<file path="src/sbcm_map.svh">
/*
 Constants for the power-up and mode-control block: clock rate, reset values,
 timing counts at a 50 MHz system clock.
 Assumes inclusion by bare name; holds definitions only.
*/
`ifndef SBCM_MAP_SVH
`define SBCM_MAP_SVH
`define SBCM_CLK_MHZ          50
`define SBCM_RESET_DELAY_US   10
`define SBCM_RESET_DELAY_CYC  (`SBCM_RESET_DELAY_US * `SBCM_CLK_MHZ)
`define SBCM_LONG_WINDOW_MS   200
`define SBCM_LONG_WINDOW_CYC  (`SBCM_LONG_WINDOW_MS * 1000 * `SBCM_CLK_MHZ)
`define SBCM_CFG_FILT_US      2
`define SBCM_CFG_FILT_CYC     (`SBCM_CFG_FILT_US * `SBCM_CLK_MHZ)
`define SBCM_MODE_RST_VAL     2'h0
`define SBCM_CFG_RST_VAL      1'h0
`endif

</file>
<file path="src/sbcm_pkg.sv">
/*
 Types for the power-up and mode-control block.
 Assumes nothing beyond a SystemVerilog compiler.
*/
package sbcm_pkg;
  typedef enum logic [2:0] {
    SBCM_INIT     = 3'h0,
    SBCM_NORMAL   = 3'h1,
    SBCM_RESTART  = 3'h2,
    SBCM_FAILSAFE = 3'h3,
    SBCM_STOP     = 3'h4,
    SBCM_SLEEP    = 3'h5
  } sbcm_state_e;
  typedef struct packed {
    logic pullup_config_latch;
    logic count_select;
    logic dev_mode;
  } sbcm_cfg_s;
  typedef struct packed {
    logic second_regulator_on;
    logic third_regulator_on;
    logic can_on;
    logic lin_on;
    logic high_side_on;
  } sbcm_periph_s;
endpackage : sbcm_pkg

</file>
<file path="src/sbcm_ctrl.sv">
/*
 Power-up, configuration latch and mode control of the basis chip.
 Assumes a 50 MHz clock, synchronous active-low reset tied to supply POR,
 and analog comparators delivered as asynchronous levels.
*/
`timescale 1ns/1ps
`include "sbcm_map.svh"
module sbcm_ctrl
  import sbcm_pkg::*;
#(
  parameter int LONG_WINDOW_CYC = `SBCM_LONG_WINDOW_CYC,
  parameter int RESET_DELAY_CYC = `SBCM_RESET_DELAY_CYC
) (
  input  wire logic         i_clock,
  input  wire logic         i_rst_b,
  input  wire logic         i_main_reg_ok,
  input  wire logic         i_main_reg_ov,
  input  wire logic         i_int_pin,
  input  wire logic         i_fail3_test_pin,
  input  wire logic         i_spi_cmd,
  input  wire logic         i_wd_trigger,
  input  wire logic         i_wake_event,
  input  wire logic         i_count_select,
  input  wire logic         i_overvoltage_reset_enable,
  input  wire logic         i_por_flag_clear,
  input  wire logic         i_mode_write,
  input  wire logic [1:0]   i_mode_field,
  input  wire logic         i_fail_output_test_bit,
  output logic              o_int_pulldown_oe,
  output logic              o_int_pin_low,
  output logic              o_reset_output_pin_b,
  output logic              o_fail_outputs_b,
  output logic              o_overvoltage_flag,
  output logic              o_undervoltage_flag,
  output logic              o_por_flag,
  output logic [1:0]        o_mode_field,
  output sbcm_cfg_s         o_cfg,
  output sbcm_periph_s      o_periph,
  output logic              o_wd_configured,
  output logic              o_wd_fail,
  output sbcm_state_e       o_state
);
  sbcm_state_e  state_q;
  logic [2:0]   int_sync_q;
  logic [2:0]   tst_sync_q;
  logic [2:0]   reg_sync_q;
  logic [2:0]   ov_sync_q;
  logic [31:0]  wd_cnt_q;
  logic [31:0]  rd_cnt_q;
  logic [15:0]  filt_cnt_q;
  logic         filt_val_q;
  logic         stable_q;
  logic         ro_b_q;
  logic         fail_q;
  logic [1:0]   wd_fails_q;
  logic         por_q;
  logic         ov_q;
  logic         ov_seen_q;
  logic         uv_q;
  logic         wd_cfg_q;
  logic         int_q;
  logic         reg_ok_q;
  logic         ov_now_q;
  logic         fail_b_q;
  logic [1:0]   mode_q;
  sbcm_cfg_s    cfg_q;
  sbcm_periph_s periph_q;
  logic         int_lvl;
  logic         reg_ok;
  logic         ov_now;
  logic         wd_expire;
  logic         ov_event;
  logic         ro_rise;
  logic         wd_fail_safe;
  logic         wd_fail_out;
  logic         sampling;

  // Three-stage synchronisers, change accepted when stages two and three agree
  always_ff @(posedge i_clock) begin
    if (!i_rst_b) begin
      int_sync_q <= 3'h0;
      tst_sync_q <= 3'h7;
      reg_sync_q <= 3'h0;
      ov_sync_q  <= 3'h0;
    end else begin
      int_sync_q <= {int_sync_q[1:0], i_int_pin};
      tst_sync_q <= {tst_sync_q[1:0], i_fail3_test_pin};
      reg_sync_q <= {reg_sync_q[1:0], i_main_reg_ok};
      ov_sync_q  <= {ov_sync_q[1:0], i_main_reg_ov};
    end
  end
  assign int_lvl = int_sync_q[2];

  // Accepted levels, updated only when stages two and three agree
  always_ff @(posedge i_clock) begin
    if (!i_rst_b) begin
      reg_ok_q <= 1'h0;
      ov_now_q <= 1'h0;
    end else begin
      if (reg_sync_q[2] == reg_sync_q[1]) begin
        reg_ok_q <= reg_sync_q[2];
      end
      if (ov_sync_q[2] == ov_sync_q[1]) begin
        ov_now_q <= ov_sync_q[2];
      end
    end
  end
  assign reg_ok  = reg_ok_q;
  assign ov_now  = ov_now_q;

  assign sampling  = !ro_b_q && reg_ok && (por_q || state_q == SBCM_INIT);
  assign ro_rise   = !ro_b_q && reg_ok && rd_cnt_q == 32'h0
                     && state_q != SBCM_FAILSAFE;
  assign wd_expire = !cfg_q.dev_mode && ro_b_q && wd_cnt_q == 32'h0
                     && (state_q == SBCM_INIT || state_q == SBCM_NORMAL);
  assign ov_event  = ov_now && !ov_seen_q && ro_b_q;
  assign wd_fail_out  = cfg_q.count_select || wd_fails_q != 2'h0;
  assign wd_fail_safe = !cfg_q.pullup_config_latch && wd_fail_out;

  // Continuous filter of interrupt level during reset delay, only while the POR flag is set or in Init
  always_ff @(posedge i_clock) begin
    if (!i_rst_b) begin
      filt_cnt_q <= 16'h0;
      filt_val_q <= 1'h0;
      stable_q   <= 1'h0;
    end else if (!sampling) begin
      filt_cnt_q <= 16'h0;
      stable_q   <= 1'h0;
    end else if (int_sync_q[2] != int_sync_q[1]) begin
      filt_cnt_q <= 16'h0;
      stable_q   <= 1'h0;
    end else if (filt_cnt_q == 16'(`SBCM_CFG_FILT_CYC - 1)) begin
      filt_val_q <= int_lvl;
      stable_q   <= 1'h1;
    end else begin
      filt_cnt_q <= filt_cnt_q + 16'h1;
    end
  end

  // Configuration latch, pull-up bit only refreshed while POR flag remains, count select every cycle
  always_ff @(posedge i_clock) begin
    if (!i_rst_b) begin
      cfg_q <= '{pullup_config_latch: `SBCM_CFG_RST_VAL, count_select: 1'h0, dev_mode: 1'h0};
    end else begin
      cfg_q.count_select <= i_count_select;
      if (ro_rise && por_q) begin
        cfg_q.pullup_config_latch <= stable_q ? filt_val_q : 1'h0;
      end
      if (state_q == SBCM_INIT && sampling && tst_sync_q[2] == tst_sync_q[1]) begin
        cfg_q.dev_mode <= !tst_sync_q[2];
      end
    end
  end

  // Reset output and reset delay
  always_ff @(posedge i_clock) begin
    if (!i_rst_b) begin
      ro_b_q   <= 1'h0;
      rd_cnt_q <= 32'(RESET_DELAY_CYC);
    end else if (!reg_ok || wd_expire || (ov_event && i_overvoltage_reset_enable)
                 || state_q == SBCM_FAILSAFE) begin
      ro_b_q   <= 1'h0;
      rd_cnt_q <= 32'(RESET_DELAY_CYC);
    end else if (!ro_b_q) begin
      if (rd_cnt_q != 32'h0) begin
        rd_cnt_q <= rd_cnt_q - 32'h1;
      end else begin
        ro_b_q <= 1'h1;
      end
    end
  end

  // Mode state machine
  always_ff @(posedge i_clock) begin
    if (!i_rst_b) begin
      state_q <= SBCM_INIT;
    end else begin
      case (state_q)
        SBCM_INIT: begin
          if (wd_expire) begin
            state_q <= wd_fail_safe ? SBCM_FAILSAFE : SBCM_RESTART;
          end else if (ov_event && i_overvoltage_reset_enable) begin
            state_q <= cfg_q.pullup_config_latch ? SBCM_RESTART : SBCM_FAILSAFE;
          end else if (i_spi_cmd && ro_b_q) begin
            state_q <= SBCM_NORMAL;
          end
        end
        SBCM_NORMAL, SBCM_STOP, SBCM_SLEEP: begin
          if (wd_expire) begin
            state_q <= wd_fail_safe ? SBCM_FAILSAFE : SBCM_RESTART;
          end else if (ov_event && i_overvoltage_reset_enable) begin
            state_q <= cfg_q.pullup_config_latch ? SBCM_RESTART : SBCM_FAILSAFE;
          end else if (!reg_ok) begin
            state_q <= SBCM_RESTART;
          end else if (i_mode_write && state_q == SBCM_NORMAL) begin
            case (i_mode_field)
              2'h1:    state_q <= SBCM_STOP;
              2'h2:    state_q <= SBCM_SLEEP;
              default: state_q <= SBCM_NORMAL;
            endcase
          end
        end
        SBCM_RESTART: begin
          if (ro_rise) begin
            state_q <= SBCM_NORMAL;
          end
        end
        SBCM_FAILSAFE: begin
          if (i_wake_event) begin
            state_q <= SBCM_RESTART;
          end
        end
        default: state_q <= SBCM_INIT;
      endcase
    end
  end

  // Watchdog long open window and failure count
  always_ff @(posedge i_clock) begin
    if (!i_rst_b) begin
      wd_cnt_q   <= 32'(LONG_WINDOW_CYC);
      wd_fails_q <= 2'h0;
      wd_cfg_q   <= 1'h0;
    end else begin
      if (!ro_b_q || i_wd_trigger) begin
        wd_cnt_q <= 32'(LONG_WINDOW_CYC);
      end else if (wd_cnt_q != 32'h0) begin
        wd_cnt_q <= wd_cnt_q - 32'h1;
      end
      if (i_wd_trigger && state_q == SBCM_INIT) begin
        wd_cfg_q <= 1'h1;
      end
      if (wd_expire && wd_fails_q != 2'h3) begin
        wd_fails_q <= wd_fails_q + 2'h1;
      end
    end
  end

  // Fail outputs, sticky across Restart, test bit in Normal
  always_ff @(posedge i_clock) begin
    if (!i_rst_b) begin
      fail_q <= 1'h0;
    end else if (reg_ok && wd_expire && wd_fail_out) begin
      fail_q <= 1'h1;
    end else if (reg_ok && ov_event && i_overvoltage_reset_enable) begin
      fail_q <= 1'h1;
    end
  end

  // Fail pin level, low while active or under test
  always_ff @(posedge i_clock) begin
    if (!i_rst_b) begin
      fail_b_q <= 1'h1;
    end else begin
      fail_b_q <= !(fail_q || (state_q == SBCM_NORMAL && i_fail_output_test_bit));
    end
  end

  // Flags: POR, overvoltage, undervoltage; POR only clears, the other two only set
  always_ff @(posedge i_clock) begin
    if (!i_rst_b) begin
      por_q     <= 1'h1;
      ov_q      <= 1'h0;
      ov_seen_q <= 1'h0;
      uv_q      <= 1'h0;
    end else begin
      ov_seen_q <= ov_now;
      if (i_por_flag_clear) begin
        por_q <= 1'h0;
      end
      if (ov_event) begin
        ov_q <= 1'h1;
      end
      if (!reg_ok && ro_b_q) begin
        uv_q <= 1'h1;
      end
    end
  end

  // Mode field, peripherals and wake interrupt
  always_ff @(posedge i_clock) begin
    if (!i_rst_b) begin
      mode_q   <= `SBCM_MODE_RST_VAL;
      periph_q <= '0;
      int_q    <= 1'h0;
    end else begin
      int_q <= state_q == SBCM_NORMAL && i_wake_event;
      if (state_q == SBCM_RESTART) begin
        mode_q                <= `SBCM_MODE_RST_VAL;
        periph_q.high_side_on        <= 1'h0;
        periph_q.second_regulator_on <= 1'h0;
      end else if (state_q == SBCM_NORMAL && i_mode_write) begin
        mode_q <= i_mode_field;
      end
    end
  end

  assign o_int_pulldown_oe    = sampling;
  assign o_int_pin_low        = 1'h0;
  assign o_reset_output_pin_b = ro_b_q;
  assign o_fail_outputs_b     = fail_b_q;
  assign o_overvoltage_flag   = ov_q;
  assign o_undervoltage_flag  = uv_q;
  assign o_por_flag           = por_q;
  assign o_mode_field         = mode_q;
  assign o_cfg                = cfg_q;
  assign o_periph             = periph_q;
  assign o_wd_configured      = wd_cfg_q;
  assign o_wd_fail            = int_q;
  assign o_state              = state_q;
endmodule : sbcm_ctrl

</file>
<file path="config.mk">
export PLATFORM = sky130hd
export DESIGN_NAME = sbcm_ctrl
export DESIGN_NICKNAME = d
export VERILOG_FILES = /design/src/sbcm_pkg.sv /design/src/sbcm_ctrl.sv
export VERILOG_INCLUDE_DIRS = /design/src /design/src/src
export SDC_FILE = /design/constraint.sdc
export NUM_CORES = 1
export LEC_CHECK = 0
export ABC_AREA = 0
export BUFFER_PORTS_ARGS = -buffer_cell sky130_fd_sc_hd__buf_4
export CELL_PAD_IN_SITES_DETAIL_PLACEMENT = 1
export CELL_PAD_IN_SITES_GLOBAL_PLACEMENT = 2
export CORE_MARGIN = 1
export CORE_UTILIZATION = 37
export CTS_CLUSTER_DIAMETER = 200
export DETAILED_ROUTE_END_ITERATION = 6
export HOLD_SLACK_MARGIN = 0.02
export PLACE_DENSITY = 0.88
export SLEW_MARGIN = 10
export SYNTH_ARGS = -nofsm -noshare
export SYNTH_HDL_FRONTEND = slang
export SYNTH_SLANG_ARGS = --single-unit
</file>
<file path="constraint.sdc">
create_clock -name i_clock -period 2.7 [get_ports i_clock]
set_input_delay 0.405 -clock i_clock [delete_from_list [all_inputs] [get_ports i_clock]]
set_output_delay 0.405 -clock i_clock [all_outputs]
set_load 0.005 [all_outputs]
</file>
# Yosys cells after proc, flatten, opt, wreduce, memory -nomap -nowiden
# Index checks and enable logic that the tools add are counted.
# Widths: inputs -> output; s select.
# classes
n_mux,18
n_bitwise,4
eq_ne,18
n_addsub,4
n_reduce_logical,55
# op_table
cell,count
$logic_not 32->1,2
$reduce_bool 32->1,2
$sub 32x1->32 const B,2
$mux 3,9
$logic_and 1x1->1,25
$add 16x1->16 const B,1
$eq 16x7->1 const B,1
$pmux 3 s4,1
$logic_or 1x1->1,8
$logic_not 1->1,7
$mux 1,7
$eq 3x2->1 const B,2
$eq 3x3->1 const B,2
$ne 2x2->1 const B,3
$pmux 3 s2,1
$reduce_or 2->1,3
$reduce_or 3->1,2
$ne 5x5->1 const B,1
$ne 4x4->1 const B,1
$not 1->1,4
$reduce_and 4->1,1
$reduce_bool 2->1,2
$eq 1x1->1,3
$eq 3x1->1 const B,1
8 further kinds,8
# totals
elab_cells,125
ff_bits,115
out_inout_bits,22

# Logic depth before layout (Yosys ltp)
# Gate-level depths: netlist of the first run.
# logic_depth
ltp_word,8
mapped_depth,10

# Worst setup path before layout of the first run
# OpenSTA, ideal clock, no wires.
# synth_path
kind,register to register
start,reg wd_cnt_q[0]
end,reg wd_cnt_q[15]
synth_period_minus_slack_ns,2.333
slack_ns,0.367
t_arrival_ns,2.198
stages_incl_launch_ff,11
cell_sequence,dfxtp_1 > inv_1 > ha_1 > or4b_1 > or4_4 > buf_6 > o31ai_4 > buf_6 > nor3_2 > xnor2_1 > nand2_1
# synth_between
elab_chain_len,1
elab_cells_between_ends,2
# synth_rtl
item,line_no,rtl
from (decl),sbcm_ctrl.sv:48,logic [31:0] wd_cnt_q;
from (signal assigned),sbcm_ctrl.sv:221,wd_cnt_q <= 32'(LONG_WINDOW_CYC);
from (signal assigned),sbcm_ctrl.sv:226,wd_cnt_q <= 32'(LONG_WINDOW_CYC);
from (signal assigned),sbcm_ctrl.sv:228,wd_cnt_q <= wd_cnt_q - 32'h1;
$sub 32x1->32 or $reduce_bool 32->1 (tied branches),"sbcm_ctrl.sv:228, sbcm_ctrl.sv:227",
# Several ways; a longest one is shown, not always the timed one.
# A chain may end at the register's enable or synchronous reset.

# Final worst setup path of the first run
# layout_path
start,reg wd_cnt_q[0]
end,reg wd_cnt_q[30]
# Same word-level chain as after synthesis.

==> results of run 1 <==
==> critical path: stages (launching register included) <==
cell and delay, ps:
dfxtp_1 350, inv_1 90, ha_1 130, or4b_1 450, or4_4 500, o21ai_0 420
nor3_1 130, xnor2_1 180, nor2_1 60
==> per-stage QoR <==
step / cells / hold WS (ps) / util (%) / area (um^2) / setup WS, ps
after detailed placement: 791 / 413 / 41.8 / 5640 / 266
after global routing: 823 / 172 / 45.9 / 6200 / 89.4
after floorplan: 598 / 386 / - / 5230 / 367
after CTS: 823 / 155 / 45.9 / 6200 / 242
final: 823 / 172 / 45.9 / 6200 / 256
after global placement: 791 / 402 / 41.8 / 5640 / 404
==> synthesized netlist by cell type (8+ instances only) <==
| library cell | count |
|---|---|
| nor4_1 | 20 |
| nor2_1 | 76 |
| a21oi_1 | 19 |
| nand3_1 | 23 |
| nor3_1 | 26 |
| clkbuf_1 | 13 |
| nor2b_1 | 9 |
| or4_1 | 10 |
| nand2_1 | 43 |
| inv_1 | 15 |
| ha_1 | 8 |
| nand4_1 | 9 |
| and2_1 | 16 |
| xnor2_1 | 40 |
| nand2b_1 | 8 |
| xor2_1 | 23 |
| dfxtp_1 | 115 |
| o21ai_0 | 25 |
| or3_1 | 15 |
==> sequential cells by signal, indices dropped and copies added, names as in the netlist, 2 cells and up <==
register      count
ov_sync_q         3
wd_cnt_q         32
filt_cnt_q       16
o_state           3
tst_sync_q        3
rd_cnt_q         32
o_mode_field      2
reg_sync_q        3
int_sync_q        3
o_cfg             3
wd_fails_q        2
==> power by group through the flow <==
stage | sequential, mW | clock (mW) | combinational, mW
after floorplan | 1.75 | 0 | 0.0295
final | 1.71 | 2.09 | 0.0506
after global routing | 1.71 | 2.23 | 0.0578
after CTS | 1.71 | 2.15 | 0.0512
after global placement | 1.75 | 0 | 0.0501
after detailed placement | 1.75 | 0 | 0.0509
==> logic make-up after synthesis <==
family | after synthesis
buffers and inverters | 41
adders and majority gates | 8
xor gates and xnor gates | 63
DFF | 115
and+or+nand+nor | 290
muxes | 5
other | 1
AOI/OAI and AO/OA | 70
==> worst min path at each step <==
stage,from,end,slack [ps],cells past startpoint
after floorplan,tst_sync_q[0],tst_sync_q[1],390,1
after global placement,tst_sync_q[0],tst_sync_q[1],400,1
after detailed placement,tst_sync_q[0],tst_sync_q[1],410,1
after CTS,i_por_flag_clear,o_por_flag,160,2
after global routing,i_por_flag_clear,o_por_flag,170,2
final,i_por_flag_clear,o_por_flag,170,2
==> layout make-up <==
| cell class | count | area, um^2 | share of cell area, % |
|---|---|---|---|
| tap | 176 | 220 | 3.55 |
| timing repair buffer | 43 | 335 | 5.41 |
| inverter | 15 | 56.3 | 0.908 |
| clock inverter | 15 | 135 | 2.18 |
| multi-input combinational | 442 | 2730 | 44.0 |
| clock buffer | 17 | 425 | 6.86 |
| sequential | 115 | 2300 | 37.1 |
==> per-layer routing <==
layer	global-route usage [%]	vias to the layer above	wire [um]
met1	22.1	2055	5740
met2	29.8	56	5660
met5	0	-	0
met4	6.56	0	192
li1	-	2140	-
met3	5.38	17	394
==> impl_metrics.toml, run 1 <==
[grt]
grt_overflow_total = 0
grt_max_degree = 38
antenna_found_initial = 0
grt_pass1_vias = 4479
grt_pass1_wl_um = 20800
grtUsageTotal_pct = 18.0

[run]
drv_cap = 0

[worst_setup_path]
endpoint = "wd_cnt_q[30]"
rr_worst_depth = 8
endpoint_kind = "register"
critPathKind = "register to register"
r2r-end = "wd_cnt_q[30]"
crit_start = "wd_cnt_q[0]"
startpoint_type = "register"
critPathArrivalTime_ps = 2720
path_max_fanout = 7
reg2reg_setup_slack_ps = 260
required_ps = 2980
regToRegStartpoint = "wd_cnt_q[0]"

[sta]
clock.fmax_ghz = 0.409
period_share_pct = 90.5
finalSetupTns_ps = 0
slew_headroom_pct = 55.4
skew_ps = 7.18
maxSlewViolCount = 0
tightest_slew_ps = 667
rsz0062_at_grt = "no"
finalSetupViolCount = 0
finalHoldViolations = 0
fin_crit_ps = 2440

[pwr]
power.share.clock_pct = 54.2
p_comb_share_pct = 1.3
power_density_mw_per_mm2 = 622
vdd_ir_drop_max_v = 0.000398
seq_power_share_pct = 44.5
power_mw = 3.85
switching_share_pct = 22.1
p_int_mw = 3.00
total_switching_power_mw = 0.853
leakagePower_nw = 2.25

[synth]
synthXorXnorAreaFrac_pct = 10.6
synth-seq-cells = 115
synth_top_area_cell = "dfxtp_1"
synth_seq_area_share_pct = 44.2
syn-instance-count = 593
netlist_top_cells_area = "dfxtp_1 (44%), xnor2_1 (6.7%), nor2_1 (5.5%)"
yosys_warnings = 0
synth_top_area_share_pct = 44.2
synth_compound_area_share_pct = 8.55
synth_top_family_by_area = "simple AND/OR/NAND/NOR gates"
synthSimpleGateAreaFrac_pct = 29.9
ys.flop_type = "dfxtp_1"
syn_area_mm2 = 0.00521
synthAdderAreaFrac_pct = 1.92
synth.distinct_cells = 51
async_flop_share_pct = 0
synthMuxAreaShare_pct = 0.960
synth_edf_count = 0
synth_area_per_cell_um2 = 8.79

[layout]
final_cell_mix = "dfxtp_1 (115), nor2_1 (76), nand2_1 (43)"
nNetsFinal = 658
diodes = 0
post_route_cells_drive_above_1_share_pct = 14.2
nFillCells = 1581
final_common_cell = "dfxtp_1"
area_growth_pct = 19.0

[cts]
root_buffer = "clkbuf_16"
cts_made_buffers = 17
post_cts_resized = 0
post-cts-setup-buffers = 0
clk_pin_slew_ps = 60
clk_latency_ps = 410
clockBufferDepth = 2
cts_tree = "done"
cts_sinks = 115
cts-hold-fix-buffers = 0
cts.htree.levels = 4

[placement]
io_buffers = 31
gp_congestion = 0.752
dpl.hpwl_um = 8520

[routing]
wirelength_um = 12000
dr.pass1.iters = 4
drc = 0
vias_per_cell = 5.19
wl_per_cell_um = 14.6
vias = 4268
drtIter0Drc = 179
drtAntennaViolNets = 0

[floorplanning]
ioPinCount = 38
row_count = 42
initial_utilization_pct = 38.6
die_height_um = 121
dieArea_mm2 = 0.0146
core-area_mm2 = 0.0135
die_w_um = 121

[run_status]
status = "completed"

[min_path]
worst_hold_path_type = "primary input to register"
Power figures use the tool's default switching activity.
==> run 2, diff against run 1 <==
CELL_PAD_IN_SITES_GLOBAL_PLACEMENT = 1   (was 2)
CORE_ASPECT_RATIO = 0.9   (was not set)
CORE_UTILIZATION = 48   (was 37)
CTS_BUF_LIST = sky130_fd_sc_hd__clkbuf_4   (was not set)
PLACE_DENSITY = 0.91   (was 0.88)
==> impl_metrics.toml, run 2 (same netlist as run 1, synthesis figures left out) <==
[layout]
area_growth_pct = 11.1
top_regs = "rd_cnt_q: 32 flops, wd_cnt_q: 32 flops, filt_cnt_q: 16 flops"
final_cell_mix = "dfxtp_1 (115), nor2_1 (76), nand2_1 (43)"
final_core_util_pct = 55.8
final_common_cell = "dfxtp_1"
diodes = 0
post_route_cells_drive_above_1_share_pct = 12.9
nNetsFinal = 657

[worst_setup_path]
startpoint_type = "register"
critPathKind = "register to register"
path_max_fanout = 7
worstPathCellList = "or3_2 -> nor3_1 -> nand3_1 -> nor4_1 -> xnor2_1 -> nor2_1"
critPathMaxStageDelay_ps = 550
required_ps = 3080
slowest_stage = "or3_2"
critPathArrivalTime_ps = 2820
endpoint_kind = "register"

[grt]
antenna_found_initial = 0
grtUsageTotal_pct = 23.5
grt_overflow_total = 0
grt_max_degree = 38
grt_pass1_wl_um = 21100
grt_pass1_vias = 4493

[floorplanning]
row_count = 35
die_height_um = 101
core-area_mm2 = 0.0104
ioPinCount = 38
die_w_um = 112
initial_utilization_pct = 50.2
dieArea_mm2 = 0.0113

[run_status]
status = "finished with violations"
violations = "design-rule violations"

[cts]
root_buffer = "clkbuf_4"
post_cts_resized = 0
clockBufferDepth = 2
cts.htree.levels = 4
post-cts-setup-buffers = 0
clk_pin_slew_ps = 90
cts-hold-fix-buffers = 0
clk_latency_ps = 500
cts_made_buffers = 17
cts_tree = "done"
cts_sinks = 115

[routing]
wirelength_um = 12300
drc = 2
vias = 4319
dr.pass1.iters = 6
drtIter0Drc = 265
wl_per_cell_um = 15.9
vias_per_cell = 5.60
drtAntennaViolNets = 0

[placement]
gp_congestion = 0.772
io_buffers = 31
dpl.hpwl_um = 8800
dp_slack_ps = 271

[pwr]
vdd_ir_drop_max_v = 0.000278
leakagePower_nw = 2.10
power_density_mw_per_mm2 = 498
power_mw = 2.88

[sta]
tightest_slew_ps = 687
period_share_pct = 90.3
maxSlewViolCount = 0
setup_ws_ps = 261
slew_headroom_pct = 54.1
skew_ps = 20.7
finalSetupViolCount = 0
finalHoldViolations = 0
clock.fmax_ghz = 0.410
fin_crit_ps = 2440
finalSetupTns_ps = 0
rsz0062_at_grt = "no"

[min_path]
worst_hold_path_type = "primary input to register"

[run]
drv_cap = 0
[run 2: cell count changes in the layout (fill, tap and decap cells not counted)]
cell / previous run / this run
clkbuf_4: 0 / 18
clkbuf_16: 17 / 0
clkinvlp_4: 5 / 0
clkinv_1: 0 / 4
clkinv_4: 4 / 0
inv_6: 2 / 0
buf_12: 1 / 0
bufinv_16: 1 / 2
clkinv_2: 3 / 4
[run 2: path summary, 6_finish.rpt]
check	from	end	slack, ps	depth (start not counted)
min	i_por_flag_clear	o_por_flag	80	2
max	wd_cnt_q[19]	wd_cnt_q[31]	260	6
max reg2reg	wd_cnt_q[19]	wd_cnt_q[31]	260	6
min reg2reg	tst_sync_q[0]	tst_sync_q[1]	430	1
[run 2: area by class of cell]
cell class	count	area (um^2)
Clock inverter	10	95.1
Multi-Input combinational cell	442	2730
Timing Repair Buffer	42	315
Sequential cell	115	2300
Tap cell	129	161
Fill cell	1257	4590
Inverter	15	56.3
Clock buffer	18	135
[run 2: where the power goes]
| part | internal [mW] | switching (mW) | leakage (nW) |
|---|---|---|---|
| Clock | 0.521 | 0.600 | 0.133 |
| Sequential | 1.71 | 0.00598 | 0.930 |
| Combinational | 0.0279 | 0.0227 | 1.04 |
[run 2: routing by layer]
metal	up-vias	routed length (um)	track usage [%]
met5	-	0	0
met4	0	137	7.90
met3	15	387	6.19
met2	71	6180	41.2
met1	2101	5560	28.1
li1	2132	-	-
[run 2: through the flow]
stage | instance area (um^2) | std cells | hold slack (ps)
2_1_floorplan | 5230 | 598 | 386
3_3_place_gp | 5560 | 743 | 400
3_5_place_dp | 5560 | 743 | 407
4_1_cts | 5790 | 771 | 32.5
5_1_grt | 5790 | 771 | 31.3
6_report | 5790 | 771 | 75.5
[run 2: worst max-delay path, delay by kind of cell, from the launching register on]
family | cells | cell delay (ps)
flip-flops | 1 | 390
AND/OR/NAND/NOR | 5 | 1750
XOR/XNOR | 1 | 180
